--- config.mk ---
export PLATFORM = sky130hd
export DESIGN_NAME = pfc_credit_readout
export DESIGN_NICKNAME = d
export VERILOG_FILES = /design/src/rtl/pfc_pkg.sv /design/src/rtl/pfc_credit_readout.sv
export SDC_FILE = /design/constraint.sdc
export NUM_CORES = 1
export LEC_CHECK = 0
export ABC_CLOCK_PERIOD_IN_PS = 6600
export BUFFER_PORTS_ARGS = -buffer_cell sky130_fd_sc_hd__buf_2
export CAP_MARGIN = 20
export CORE_UTILIZATION = 55
export DETAILED_ROUTE_END_ITERATION = 6
export GPL_TIMING_DRIVEN = 0
export PLACE_DENSITY_LB_ADDON = 0.15
export SLEW_MARGIN = 20
export SYNTH_ARGS = -nofsm -noshare
export SYNTH_HDL_FRONTEND = slang
export SYNTH_SLANG_ARGS = --single-unit
--- constraint.sdc ---
create_clock -name ref_clk -period 6.6 [get_ports ref_clk]
set_clock_uncertainty 0.1 [all_clocks]
set_input_delay 0 -clock ref_clk [delete_from_list [all_inputs] [get_ports ref_clk]]
set_output_delay 0 -clock ref_clk [all_outputs]
set_load 0.05 [all_outputs]
--- src/rtl/pfc_pkg.sv ---
// package: constants and types for the flow credit readout block
package pfc_pkg;
   localparam int HDR_W = 8;
   localparam int DAT_W = 12;
   localparam int DATA_CREDIT_BYTES = 16;
   localparam int POOLS = 6;
   // datapath widths and their select latencies
   localparam int DP_64 = 64;
   localparam int DP_128 = 128;
   localparam int LAT_64 = 2;
   localparam int LAT_128 = 4;
   // view selector codes
   typedef enum logic [2:0] {
      PFC_RX_AVAIL = 3'b000,
      PFC_RX_LIMIT = 3'b001,
      PFC_RX_CONS = 3'b010,
      PFC_RSVD_A = 3'b011,
      PFC_TX_AVAIL = 3'b100,
      PFC_TX_LIMIT = 3'b101,
      PFC_TX_CONS = 3'b110,
      PFC_RSVD_B = 3'b111
   } pfc_view_t;
   // pool index order
   localparam int P_PH = 0;
   localparam int P_PD = 1;
   localparam int P_NPH = 2;
   localparam int P_NPD = 3;
   localparam int P_CH = 4;
   localparam int P_CD = 5;
   // initial receive credits
   localparam logic [7:0] INIT_NPH = 8'h0c;
   localparam logic [11:0] INIT_NPD = 12'h00c;
   localparam logic [7:0] INIT_PH_GOOD = 8'h20;
   localparam logic [7:0] INIT_PH_HIGH = 8'h34;
   localparam logic [7:0] INIT_CH_GOOD = 8'h1a;
   localparam logic [7:0] INIT_CH_HIGH = 8'h32;
   localparam logic [11:0] INIT_D_GOOD_128 = 12'h04d;
   localparam logic [11:0] INIT_D_GOOD_256 = 12'h04d;
   localparam logic [11:0] INIT_D_GOOD_512 = 12'h09a;
   localparam logic [11:0] INIT_D_GOOD_1K = 12'h134;
   localparam logic [11:0] INIT_D_HIGH_128 = 12'h09a;
   localparam logic [11:0] INIT_D_HIGH_256 = 12'h09a;
   localparam logic [11:0] INIT_D_HIGH_512 = 12'h134;
   localparam logic [11:0] INIT_D_HIGH_1K = 12'h268;
   // transmit infinite encodings, zero values and payload size codes
   localparam logic [7:0] HDR_INF = 8'h7f;
   localparam logic [11:0] DAT_INF = 12'h7ff;
   localparam logic [7:0] HDR_ZERO = 8'h00;
   localparam logic [11:0] DAT_ZERO = 12'h000;
   localparam logic [1:0] MPS_128 = 2'h0;
   localparam logic [1:0] MPS_256 = 2'h1;
   localparam logic [1:0] MPS_512 = 2'h2;
endpackage : pfc_pkg

--- src/rtl/pfc_credit_readout.sv ---
// module: flow control credit counters and selectable readout
`timescale 1ns/1ps
`default_nettype none

// Functional notes
// - header credit one TLP header, data 16 bytes
// - initial rx header credits per pool and level
// - initial rx data credits by level and payload
// - exhausted rx available space reads zero
// - rx available returns to initial when drained
// - six outputs, 8-bit header, 12-bit data
// - selector codes pick view, two reserved
// - selector may change every cycle, no handshake
// - latency two cycles 64-bit, four 128-bit
// - credit value encoding ordinary, negative, infinite
// - negative or infinite only in tx available
// - view 000 shows free local receive space
// - view 001 shows allocated, grows on readout
// - infinite advertised pool reads zero limit
// - view 010 shows received, starts at zero
// - endpoint advertises infinite completion credits
// - view 100 shows partner space, may be negative
// - view 101 partner limit, infinite reads zero
// - view 110 counts credits consumed on transmit
module pfc_credit_readout
   import pfc_pkg::*;
#(
   parameter int DATAPATH_W = DP_64,
   parameter bit PERF_HIGH = 1'b0,
   parameter logic [1:0] MAX_PAYLOAD = MPS_128,
   parameter bit IS_ENDPOINT = 1'b1
) (
   input wire logic ref_clk,
   input wire logic rst,
   input wire logic link_up,
   input wire logic [2:0] credit_view_select,
   // receive events: credits per pool entering and drained
   input wire logic rx_enter,
   input wire logic [2:0] rx_enter_pool,
   input wire logic [7:0] rx_enter_hdr,
   input wire logic [11:0] rx_enter_data,
   input wire logic rx_drain,
   input wire logic [2:0] rx_drain_pool,
   input wire logic [7:0] rx_drain_hdr,
   input wire logic [11:0] rx_drain_data,
   // transmit side figures supplied by link logic
   input wire logic tx_init,
   input wire logic [2:0] tx_inf_pools,
   input wire logic [7:0] tx_init_ph,
   input wire logic [11:0] tx_init_pd,
   input wire logic [7:0] tx_init_nph,
   input wire logic [11:0] tx_init_npd,
   input wire logic [7:0] tx_init_ch,
   input wire logic [11:0] tx_init_cd,
   input wire logic tx_update,
   input wire logic [2:0] tx_update_pool,
   input wire logic [7:0] tx_update_hdr,
   input wire logic [11:0] tx_update_data,
   input wire logic tx_send,
   input wire logic [2:0] tx_send_pool,
   input wire logic [7:0] tx_send_hdr,
   input wire logic [11:0] tx_send_data,
   output logic [7:0] posted_header_credits,
   output logic [11:0] posted_data_credits,
   output logic [7:0] nonposted_header_credits,
   output logic [11:0] nonposted_data_credits,
   output logic [7:0] completion_header_credits,
   output logic [11:0] completion_data_credits
);

   localparam int LAT = (DATAPATH_W == DP_128) ? LAT_128 : LAT_64;

   // pool widths: even index header, odd data; all held at 12 bits
   logic [11:0] init_rx [POOLS];
   logic [11:0] rx_lim_q [POOLS];
   logic [11:0] rx_rcv_q [POOLS];
   logic [11:0] tx_lim_q [POOLS];
   logic [11:0] tx_cons_q [POOLS];
   logic [POOLS-1:0] tx_inf_q;
   logic [11:0] view_d [POOLS];
   logic [11:0] pipe_q [LAT][POOLS];

   // initial credit table selection
   function automatic logic [11:0] init_data(input logic high,
                                             input logic [1:0] mps);
      logic [11:0] v;
      v = DAT_ZERO;
      if (mps == MPS_128) begin
         v = high ? INIT_D_HIGH_128 : INIT_D_GOOD_128;
      end else if (mps == MPS_256) begin
         v = high ? INIT_D_HIGH_256 : INIT_D_GOOD_256;
      end else if (mps == MPS_512) begin
         v = high ? INIT_D_HIGH_512 : INIT_D_GOOD_512;
      end else begin
         v = high ? INIT_D_HIGH_1K : INIT_D_GOOD_1K;
      end
      return v;
   endfunction : init_data

   // header pool index test, data is the odd slot
   function automatic logic is_hdr(input int p);
      return (p % 2) == 0;
   endfunction : is_hdr

   // counters are in credit units: one header or 16 payload bytes
   always_comb begin
      init_rx[P_PH] = {4'h0, PERF_HIGH ? INIT_PH_HIGH : INIT_PH_GOOD};
      init_rx[P_NPH] = {4'h0, INIT_NPH};
      init_rx[P_CH] = {4'h0, PERF_HIGH ? INIT_CH_HIGH : INIT_CH_GOOD};
      init_rx[P_PD] = init_data(PERF_HIGH, MAX_PAYLOAD);
      init_rx[P_NPD] = INIT_NPD;
      init_rx[P_CD] = init_data(PERF_HIGH, MAX_PAYLOAD);
   end

   genvar g;
   generate
      for (g = 0; g < POOLS; g++) begin : g_pool
         localparam logic [2:0] PIDX = 3'(g / 2); // pool number of slot
         logic [11:0] enter_amt;
         logic [11:0] drain_amt;
         logic [11:0] upd_amt;
         logic [11:0] send_amt;
         logic [11:0] tx_init_v;
         logic [11:0] rx_free;
         logic [11:0] tx_free;
         logic [11:0] mask;
         assign mask = is_hdr(g) ? 12'h0ff : 12'hfff;
         assign enter_amt = is_hdr(g) ? {4'h0, rx_enter_hdr} : rx_enter_data;
         assign drain_amt = is_hdr(g) ? {4'h0, rx_drain_hdr} : rx_drain_data;
         assign upd_amt = is_hdr(g) ? {4'h0, tx_update_hdr} : tx_update_data;
         assign send_amt = is_hdr(g) ? {4'h0, tx_send_hdr} : tx_send_data;
         assign tx_init_v = (g == P_PH) ? {4'h0, tx_init_ph} :
                            (g == P_PD) ? tx_init_pd :
                            (g == P_NPH) ? {4'h0, tx_init_nph} :
                            (g == P_NPD) ? tx_init_npd :
                            (g == P_CH) ? {4'h0, tx_init_ch} : tx_init_cd;

         // allocated limit grows as TLPs leave over the receive stream
         always_ff @(posedge ref_clk) begin
            if (rst || !link_up) begin
               rx_lim_q[g] <= init_rx[g];
            end else if (rx_drain && rx_drain_pool == PIDX) begin
               rx_lim_q[g] <= (rx_lim_q[g] + drain_amt) & mask;
            end
         end

         // received count grows as packets enter receive buffers
         always_ff @(posedge ref_clk) begin
            if (rst || !link_up) begin
               rx_rcv_q[g] <= DAT_ZERO;
            end else if (rx_enter && rx_enter_pool == PIDX) begin
               rx_rcv_q[g] <= (rx_rcv_q[g] + enter_amt) & mask;
            end
         end

         // partner limit and infinite marking
         always_ff @(posedge ref_clk) begin
            if (rst || !link_up) begin
               tx_lim_q[g] <= DAT_ZERO;
               tx_inf_q[g] <= 1'b0;
            end else if (tx_init) begin
               tx_lim_q[g] <= tx_init_v & mask;
               tx_inf_q[g] <= tx_inf_pools[g/2];
            end else if (tx_update && tx_update_pool == PIDX) begin
               tx_lim_q[g] <= (tx_lim_q[g] + upd_amt) & mask;
            end
         end

         // consumed count grows as packets go to the partner
         always_ff @(posedge ref_clk) begin
            if (rst || !link_up) begin
               tx_cons_q[g] <= DAT_ZERO;
            end else if (tx_send && tx_send_pool == PIDX) begin
               tx_cons_q[g] <= (tx_cons_q[g] + send_amt) & mask;
            end
         end

         // free space, modular difference; receive side clamps at zero
         assign rx_free = (rx_lim_q[g] - rx_rcv_q[g]) & mask;
         assign tx_free = (tx_lim_q[g] - tx_cons_q[g]) & mask;

         // view mux for this pool
         always_comb begin
            view_d[g] = DAT_ZERO;
            case (pfc_view_t'(credit_view_select))
               PFC_RX_AVAIL: begin
                  // sign bit set means space used up: show zero
                  if (is_hdr(g) ? rx_free[7] : rx_free[11]) begin
                     view_d[g] = DAT_ZERO;
                  end else begin
                     view_d[g] = rx_free;
                  end
               end
               PFC_RX_LIMIT: begin
                  if (IS_ENDPOINT && g >= P_CH) begin
                     view_d[g] = DAT_ZERO;
                  end else begin
                     view_d[g] = rx_lim_q[g];
                  end
               end
               PFC_RX_CONS: view_d[g] = rx_rcv_q[g];
               PFC_TX_AVAIL: begin
                  if (tx_inf_q[g]) begin
                     view_d[g] = is_hdr(g) ? {4'h0, HDR_INF} : DAT_INF;
                  end else begin
                     view_d[g] = tx_free;
                  end
               end
               PFC_TX_LIMIT:
                  view_d[g] = tx_inf_q[g] ? DAT_ZERO : tx_lim_q[g];
               PFC_TX_CONS: view_d[g] = tx_cons_q[g];
               default: view_d[g] = DAT_ZERO;
            endcase
         end

         // output pipeline sets select-to-output latency
         always_ff @(posedge ref_clk) begin
            if (rst) begin
               for (int s = 0; s < LAT; s++) begin
                  pipe_q[s][g] <= DAT_ZERO;
               end
            end else begin
               pipe_q[0][g] <= view_d[g];
               for (int s = 1; s < LAT; s++) begin
                  pipe_q[s][g] <= pipe_q[s-1][g];
               end
            end
         end
      end
   endgenerate

   // outputs straight from final pipeline stage
   assign posted_header_credits = pipe_q[LAT-1][P_PH][7:0];
   assign posted_data_credits = pipe_q[LAT-1][P_PD];
   assign nonposted_header_credits = pipe_q[LAT-1][P_NPH][7:0];
   assign nonposted_data_credits = pipe_q[LAT-1][P_NPD];
   assign completion_header_credits = pipe_q[LAT-1][P_CH][7:0];
   assign completion_data_credits = pipe_q[LAT-1][P_CD];

endmodule : pfc_credit_readout

`default_nettype wire

==> impl_metrics.yaml, run 1 <==
run_status:
  status: "finished, violations left"
  violations: "design-rule violations"
clock_network:
  clock_sinks: 363
  cts_buffers: 43
  clkSlewWorstSetupHoldPaths_ns: 0.06
  post_cts_buffers: 0
  clock_tree.root_cell: "clkbuf_16"
  cts_tree: "yes"
  clock_latency_ns: 0.59
  clock_path_buffers: 3
  cts_htree_levels: 2
detailed_routing:
  wl_mm: 95.2
  post-route-drc-count: 5
  num_vias: 25000
  wire_per_inst_um: 22.8
  vias_per_cell: 5.98
  ant_nets: 0
  firstDrtPassIters: 7
  drt-initial-drc-count: 2630
timing:
  hold_violations: 0
  worst_hold_slack_ns: 0.0102
  period_needed_ns: 3.50
  worst_slack_ns: 3.10
  maxSlewHeadroom: 0.217
  drv_slew: 0
  worstMarginPinSlew_ns: 1.17
  fin_crit_sh: 0.531
  setup_viol: 0
  fmax_mhz: 286
  rsz0062_at_grt: "false"
  setup_tns_ns: 0
grt:
  grt_antenna_before_repair: 2
  grt_pass1_wl_mm: 139
  track_usage: 0.367
  grt_pass1_vias: 23900
  grt_overflow: 0
  grt_max_degree: 21
power:
  leakagePower_nw: 14.3
  swShare: 0.309
  p_int_w: 0.00475
  power.share.combinational: 0.243
  pwr-share-clk: 0.370
  power_density_nw_per_um2: 209
  p_switching_w: 0.00213
  ir_worst_vdd_mv: 0.223
  pwr-share-seq: 0.387
worst_setup_path:
  cp-start-kind: "flop"
  end_kind: "flop"
  path_class: "flop to flop"
  crit_fanout: 3
  reg2reg_to: "tx_lim_q[2][22]"
  r2r_setup_slack_ns: 3.10
  worstPathArrival_ns: 3.74
  worst_r2r_path_depth: 11
  cp_data_required_time_ns: 6.84
  reg2reg_from: "tx_lim_q[2][12]"
placed_design:
  dp_slack_ns: 3.29
  dp_hpwl_mm: 74.9
  io_buffers: 223
  place_area_sq_um: 29800
  gp_congestion: 1.00
synthesis:
  yosysSeqAreaShare: 0.348
  syn_nets: 3576
  ys_ff_latch: 363
  synth-async-reset-ratio: 0
  synthesis.area_sq_um: 27800
  yosysWarnings: 0
  synth_edf_count: 240
  ys.flop_type: "edfxtp_1"
  synth_area_per_cell_sq_um: 9.12
  ys_types: 67
  syn-instance-count: 3050
die:
  die_x_um: 227
  die_h_um: 227
  die_area_sq_um: 51500
  start_util: 0.555
  ios: 226
  coreArea_sq_um: 50100
  rows: 82
final_layout:
  nNetsFinal: 4002
  layout_common_cells: "324 x ha_1, 321 x nor2_1, 240 x edfxtp_1"
  fillers: 4145
  final_cell_area_sq_um: 32900
  drive_above_1_share: 0.114
  final_common_cell: "ha_1"
  final_util: 0.656
  syn_to_final_growth_pct: 18.2
worst_hold_path:
  hold_path_end: "tx_lim_q[1][14]"
  hp-class: "primary input to flop"
  hold_path_startpoint: "tx_update_data[2]"
  hold_depth: 4
flow_run:
  cap_violations: 0
[power by group through the flow]
stage          clock [W]  sequential [W]  combinational, W
2_1_floorplan          0         0.00263           0.00115
3_5_place_dp           0         0.00270           0.00155
6_report         0.00254         0.00266           0.00167
3_3_place_gp           0         0.00270           0.00151
4_1_cts          0.00256         0.00266           0.00163
5_1_grt          0.00265         0.00267           0.00182
[routing by layer]
layer / wire length, um / up-vias / GRT usage
met1: 39500 / 11800 / 0.485
met2: 42100 / 1318 / 0.581
li1: - / 11700 / -
met3: 9140 / 234 / 0.0673
met4: 4460 / 2 / 0.167
met5: 17 / - / 0
[registers in the layout (all words and copies together) (netlist names)]
register / flops
pipe_q: 120
rx_lim_q: 60
rx_rcv_q: 60
tx_cons_q: 60
tx_inf_q: 3
tx_lim_q: 60
[worst max-delay path by stage]
| stage | from | end | slack, ns | cells past startpoint |
|---|---|---|---|---|
| detailed placement | rst | tx_lim_q[0][7] | 3.29 | 9 |
| CTS | tx_lim_q[2][12] | tx_lim_q[2][22] | 3.18 | 11 |
| floorplan | rx_lim_q[1][12] | pipe_q[0][32] | 4.00 | 11 |
| global placement | rst | tx_lim_q[0][7] | 3.35 | 9 |
| global route | tx_lim_q[2][12] | tx_lim_q[2][22] | 2.84 | 11 |
| finish | tx_lim_q[2][12] | tx_lim_q[2][22] | 3.10 | 11 |
[layout make-up]
cell class,instances,area (sq um),area share
inverter,227,852,0.0259
clock inverter,25,264,0.00803
timing repair buffer,381,2700,0.0821
antenna,2,5.00,0.000152
clock buffer,55,1240,0.0377
sequential,363,9670,0.294
tap,672,841,0.0256
buffer,145,810,0.0246
multi-input combinational,2315,16500,0.502
[metrics by stage]
stage | cells | total power, W
global route | 4184 | 0.00714
floorplan | 3050 | 0.00378
detailed placement | 3945 | 0.00425
CTS | 4183 | 0.00684
finish | 4185 | 0.00687
global placement | 3945 | 0.00421
[cells in the mapped netlist, types with 25 or more instances]
master,number,area share
a21o_1,81,0.022
a21oi_1,196,0.035
a221oi_1,43,0.014
a22oi_1,38,0.010
a31oi_1,25,0.0056
buf_4,61,0.016
clkbuf_1,69,0.0093
dfxtp_1,123,0.089
edfxtp_1,240,0.26
fa_1,36,0.026
ha_1,324,0.15
inv_1,227,0.031
nand2_1,186,0.025
nand2b_1,48,0.011
nor2_1,321,0.043
nor2b_1,131,0.029
nor3_1,55,0.0099
o21a_1,44,0.012
o21ai_0,233,0.042
o22ai_1,30,0.0067
xnor2_1,135,0.043
xor2_1,137,0.043
[logic make-up after synthesis]
| group | share of synthesized area |
|---|---|
| fa+ha+maj | 0.172 |
| compound gates | 0.186 |
| buf+inv | 0.0597 |
| simple gates | 0.141 |
| mux | 0.00792 |
| flops | 0.348 |
| xor+xnor | 0.0857 |
[worst max-delay path, stage by stage (launching register included)]
cell	delay, ns
edfxtp_1	0.50
ha_1	0.25
inv_1	0.07
fa_1	0.20
nor2b_1	0.06
o21ai_1	0.21
a211oi_1	0.11
a2111oi_0	0.72
a21oi_1	0.20
xnor2_1	0.16
o21ai_0	0.08
dlygate4sd3_1	0.58
[what timing repair did]
action,CTS,global route
hold buffers,158,0
gates resized for setup,0,0
endpoints found under the setup margin,0,0
endpoints found under the hold margin,200,0
(Power assumes the default switching activity.)
==> run 2: changes to the inputs <==
--- a/config.mk
+++ b/config.mk
@@ -5,7 +5,7 @@
 export SDC_FILE = /design/constraint.sdc
 export NUM_CORES = 1
 export LEC_CHECK = 0
-export ABC_CLOCK_PERIOD_IN_PS = 6600
+export ABC_CLOCK_PERIOD_IN_PS = 3500
 export BUFFER_PORTS_ARGS = -buffer_cell sky130_fd_sc_hd__buf_2
 export CAP_MARGIN = 20
 export CORE_UTILIZATION = 55
==> constraint.sdc (replaced) <==
create_clock -name ref_clk -period 3.5 [get_ports ref_clk]
set_clock_uncertainty 0.1 [all_clocks]
set_input_delay 0 -clock ref_clk [delete_from_list [all_inputs] [get_ports ref_clk]]
set_output_delay 0 -clock ref_clk [all_outputs]
set_load 0.05 [all_outputs]
==> impl_metrics.yaml, run 2 (synthesis results as in run 1) <==
detailed_routing:
  num_vias: 25100
  wire_per_inst_um: 22.8
  wl_mm: 95.5
  highest_layer: "met5"
  ant_nets: 0
  vias_per_cell: 6.00
  post-route-drc-count: 0
  drt-initial-drc-count: 2594
  wl_met2_mm: 42.1
  wl_met1_mm: 39.5
  routed-wl-met3_mm: 9.30
  firstDrtPassIters: 6
power:
  pwr-share-seq: 0.387
  swShare: 0.310
  pwr-share-clk: 0.370
  power.share.combinational: 0.243
  power_density_nw_per_um2: 395
  ir_worst_vdd_mv: 0.421
  p_int_w: 0.00895
  leakagePower_nw: 14.3
  p_switching_w: 0.00402
final_layout:
  regMostFlops: "pipe_q"
  fillers: 4145
  syn_to_final_growth_pct: 18.2
  final_util: 0.657
  final_common_cell: "ha_1"
  nNetsFinal: 4002
  final_cell_area_sq_um: 32900
  layout_common_cells: "324 x ha_1, 321 x nor2_1, 240 x edfxtp_1"
  layout.cells.non_filler: 4185
  drive_above_1_share: 0.114
  largest_register_ffs: 120
die:
  die_x_um: 227
  ios: 226
  coreArea_sq_um: 50100
  die_h_um: 227
  rows: 82
  start_util: 0.555
  die_area_sq_um: 51500
run_status:
  status: "finished clean"
timing:
  fmax_mhz: 303
  worst_hold_slack_ns: 0.0119
  fin_crit_sh: 0.943
  setup_viol: 0
  maxSlewHeadroom: 0.232
  period_needed_ns: 3.30
  worstMarginPinSlew_ns: 1.15
  drv_slew: 0
  rsz0062_at_grt: "false"
  setup_tns_ns: 0
  hold_violations: 0
clock_network:
  clock_sinks: 363
  clkSlewWorstSetupHoldPaths_ns: 0.06
  cts_buffers: 43
  clock_latency_ns: 0.59
  cts_tree: "yes"
  post_cts_buffers: 0
  clock_tree.root_cell: "clkbuf_16"
  cts_htree_levels: 2
  clock_path_buffers: 3
worst_setup_path:
  worstPathArrival_ns: 3.52
  cp-start-kind: "flop"
  reg2reg_to: "rx_lim_q[0][23]"
  r2r_setup_slack_ns: 0.20
  path_class: "flop to flop"
  crit_fanout: 5
  crit_end: "rx_lim_q[0][23]"
  reg2reg_from: "rx_lim_q[0][13]"
  end_kind: "flop"
  worst_r2r_path_depth: 9
  critPathLaunch: "rx_lim_q[0][13]"
  cp_data_required_time_ns: 3.72
flow_run:
  cap_violations: 0
grt:
  track_usage: 0.367
  grt_overflow: 0
  grt_max_degree: 21
  grt_antenna_before_repair: 2
  grt_pass1_wl_mm: 139
  grt_pass1_vias: 23900
placed_design:
  io_buffers: 223
  gp_congestion: 1.00
  dp_hpwl_mm: 74.9
  place_area_sq_um: 29800
  place_inst: 3945
worst_hold_path:
  hp-class: "primary input to flop"
[run 2: power by group through the flow]
stage | Combinational [W] | Sequential (W) | Clock (W)
global placement | 0.00284 | 0.00509 | 0
finish | 0.00315 | 0.00502 | 0.00480
CTS | 0.00308 | 0.00501 | 0.00482
global route | 0.00344 | 0.00503 | 0.00500
floorplan | 0.00217 | 0.00497 | 0
detailed placement | 0.00292 | 0.00510 | 0
[run 2: per-layer routing]
layer,global-route usage,up-vias
met3,0.0673,250
met2,0.581,1316
met1,0.485,11900
met4,0.167,2
met5,0,-
li1,-,11700
[run 2: area by class of cell]
type                    instances  area (sq um)  share of cell area
diodes                          2          5.00            0.000152
flip-flops and latches        363          9670               0.294
clock inverters                25           264             0.00803
clock buffers                  55          1240              0.0376
multi-input cells            2315         16500               0.502
repair buffers                381          2700              0.0821
plain buffers                 145           810              0.0246
well taps                     672           841              0.0256
inverters                     227           852              0.0259
[run 2: critical path: stages (launching register included)]
cell           delay [ns]
edfxtp_1             0.53
ha_1                 0.33
a21o_1               0.19
a21oi_1              0.24
nor2b_1              0.10
o41ai_1              0.60
o31ai_1              0.19
xnor2_1              0.17
dlygate4sd3_1        0.56
nor2_1               0.04
[run 2: what timing repair did]
action | 4_1_cts | 5_1_grt
endpoints found under the hold margin | 200 | 0
gates resized for setup | 0 | 3
setup endpoints to repair | 0 | 2
hold buffers | 158 | 0
[run 2: through the flow]
stage	worst slack, ns	power [W]
CTS	0.0800	0.0129
finish	0.201	0.0130
global placement	0.253	0.00793
global route	0.0505	0.0135
detailed placement	0.185	0.00802
floorplan	0.903	0.00714
[run 2: worst min path at each step]
stage	start	endpoint	slack (ns)	depth (start not counted)
after detailed placement	tx_inf_pools[0]	tx_inf_q[1]	0.16	3
after floorplan	tx_inf_pools[0]	tx_inf_q[1]	0.05	2
after global placement	tx_inf_pools[0]	tx_inf_q[1]	0.15	3
after global routing	rx_drain_data[7]	rx_lim_q[2][19]	0.04	4
final	tx_update_data[2]	tx_lim_q[1][14]	0.01	4
after CTS	rx_enter_data[7]	rx_rcv_q[0][19]	0.0005	4
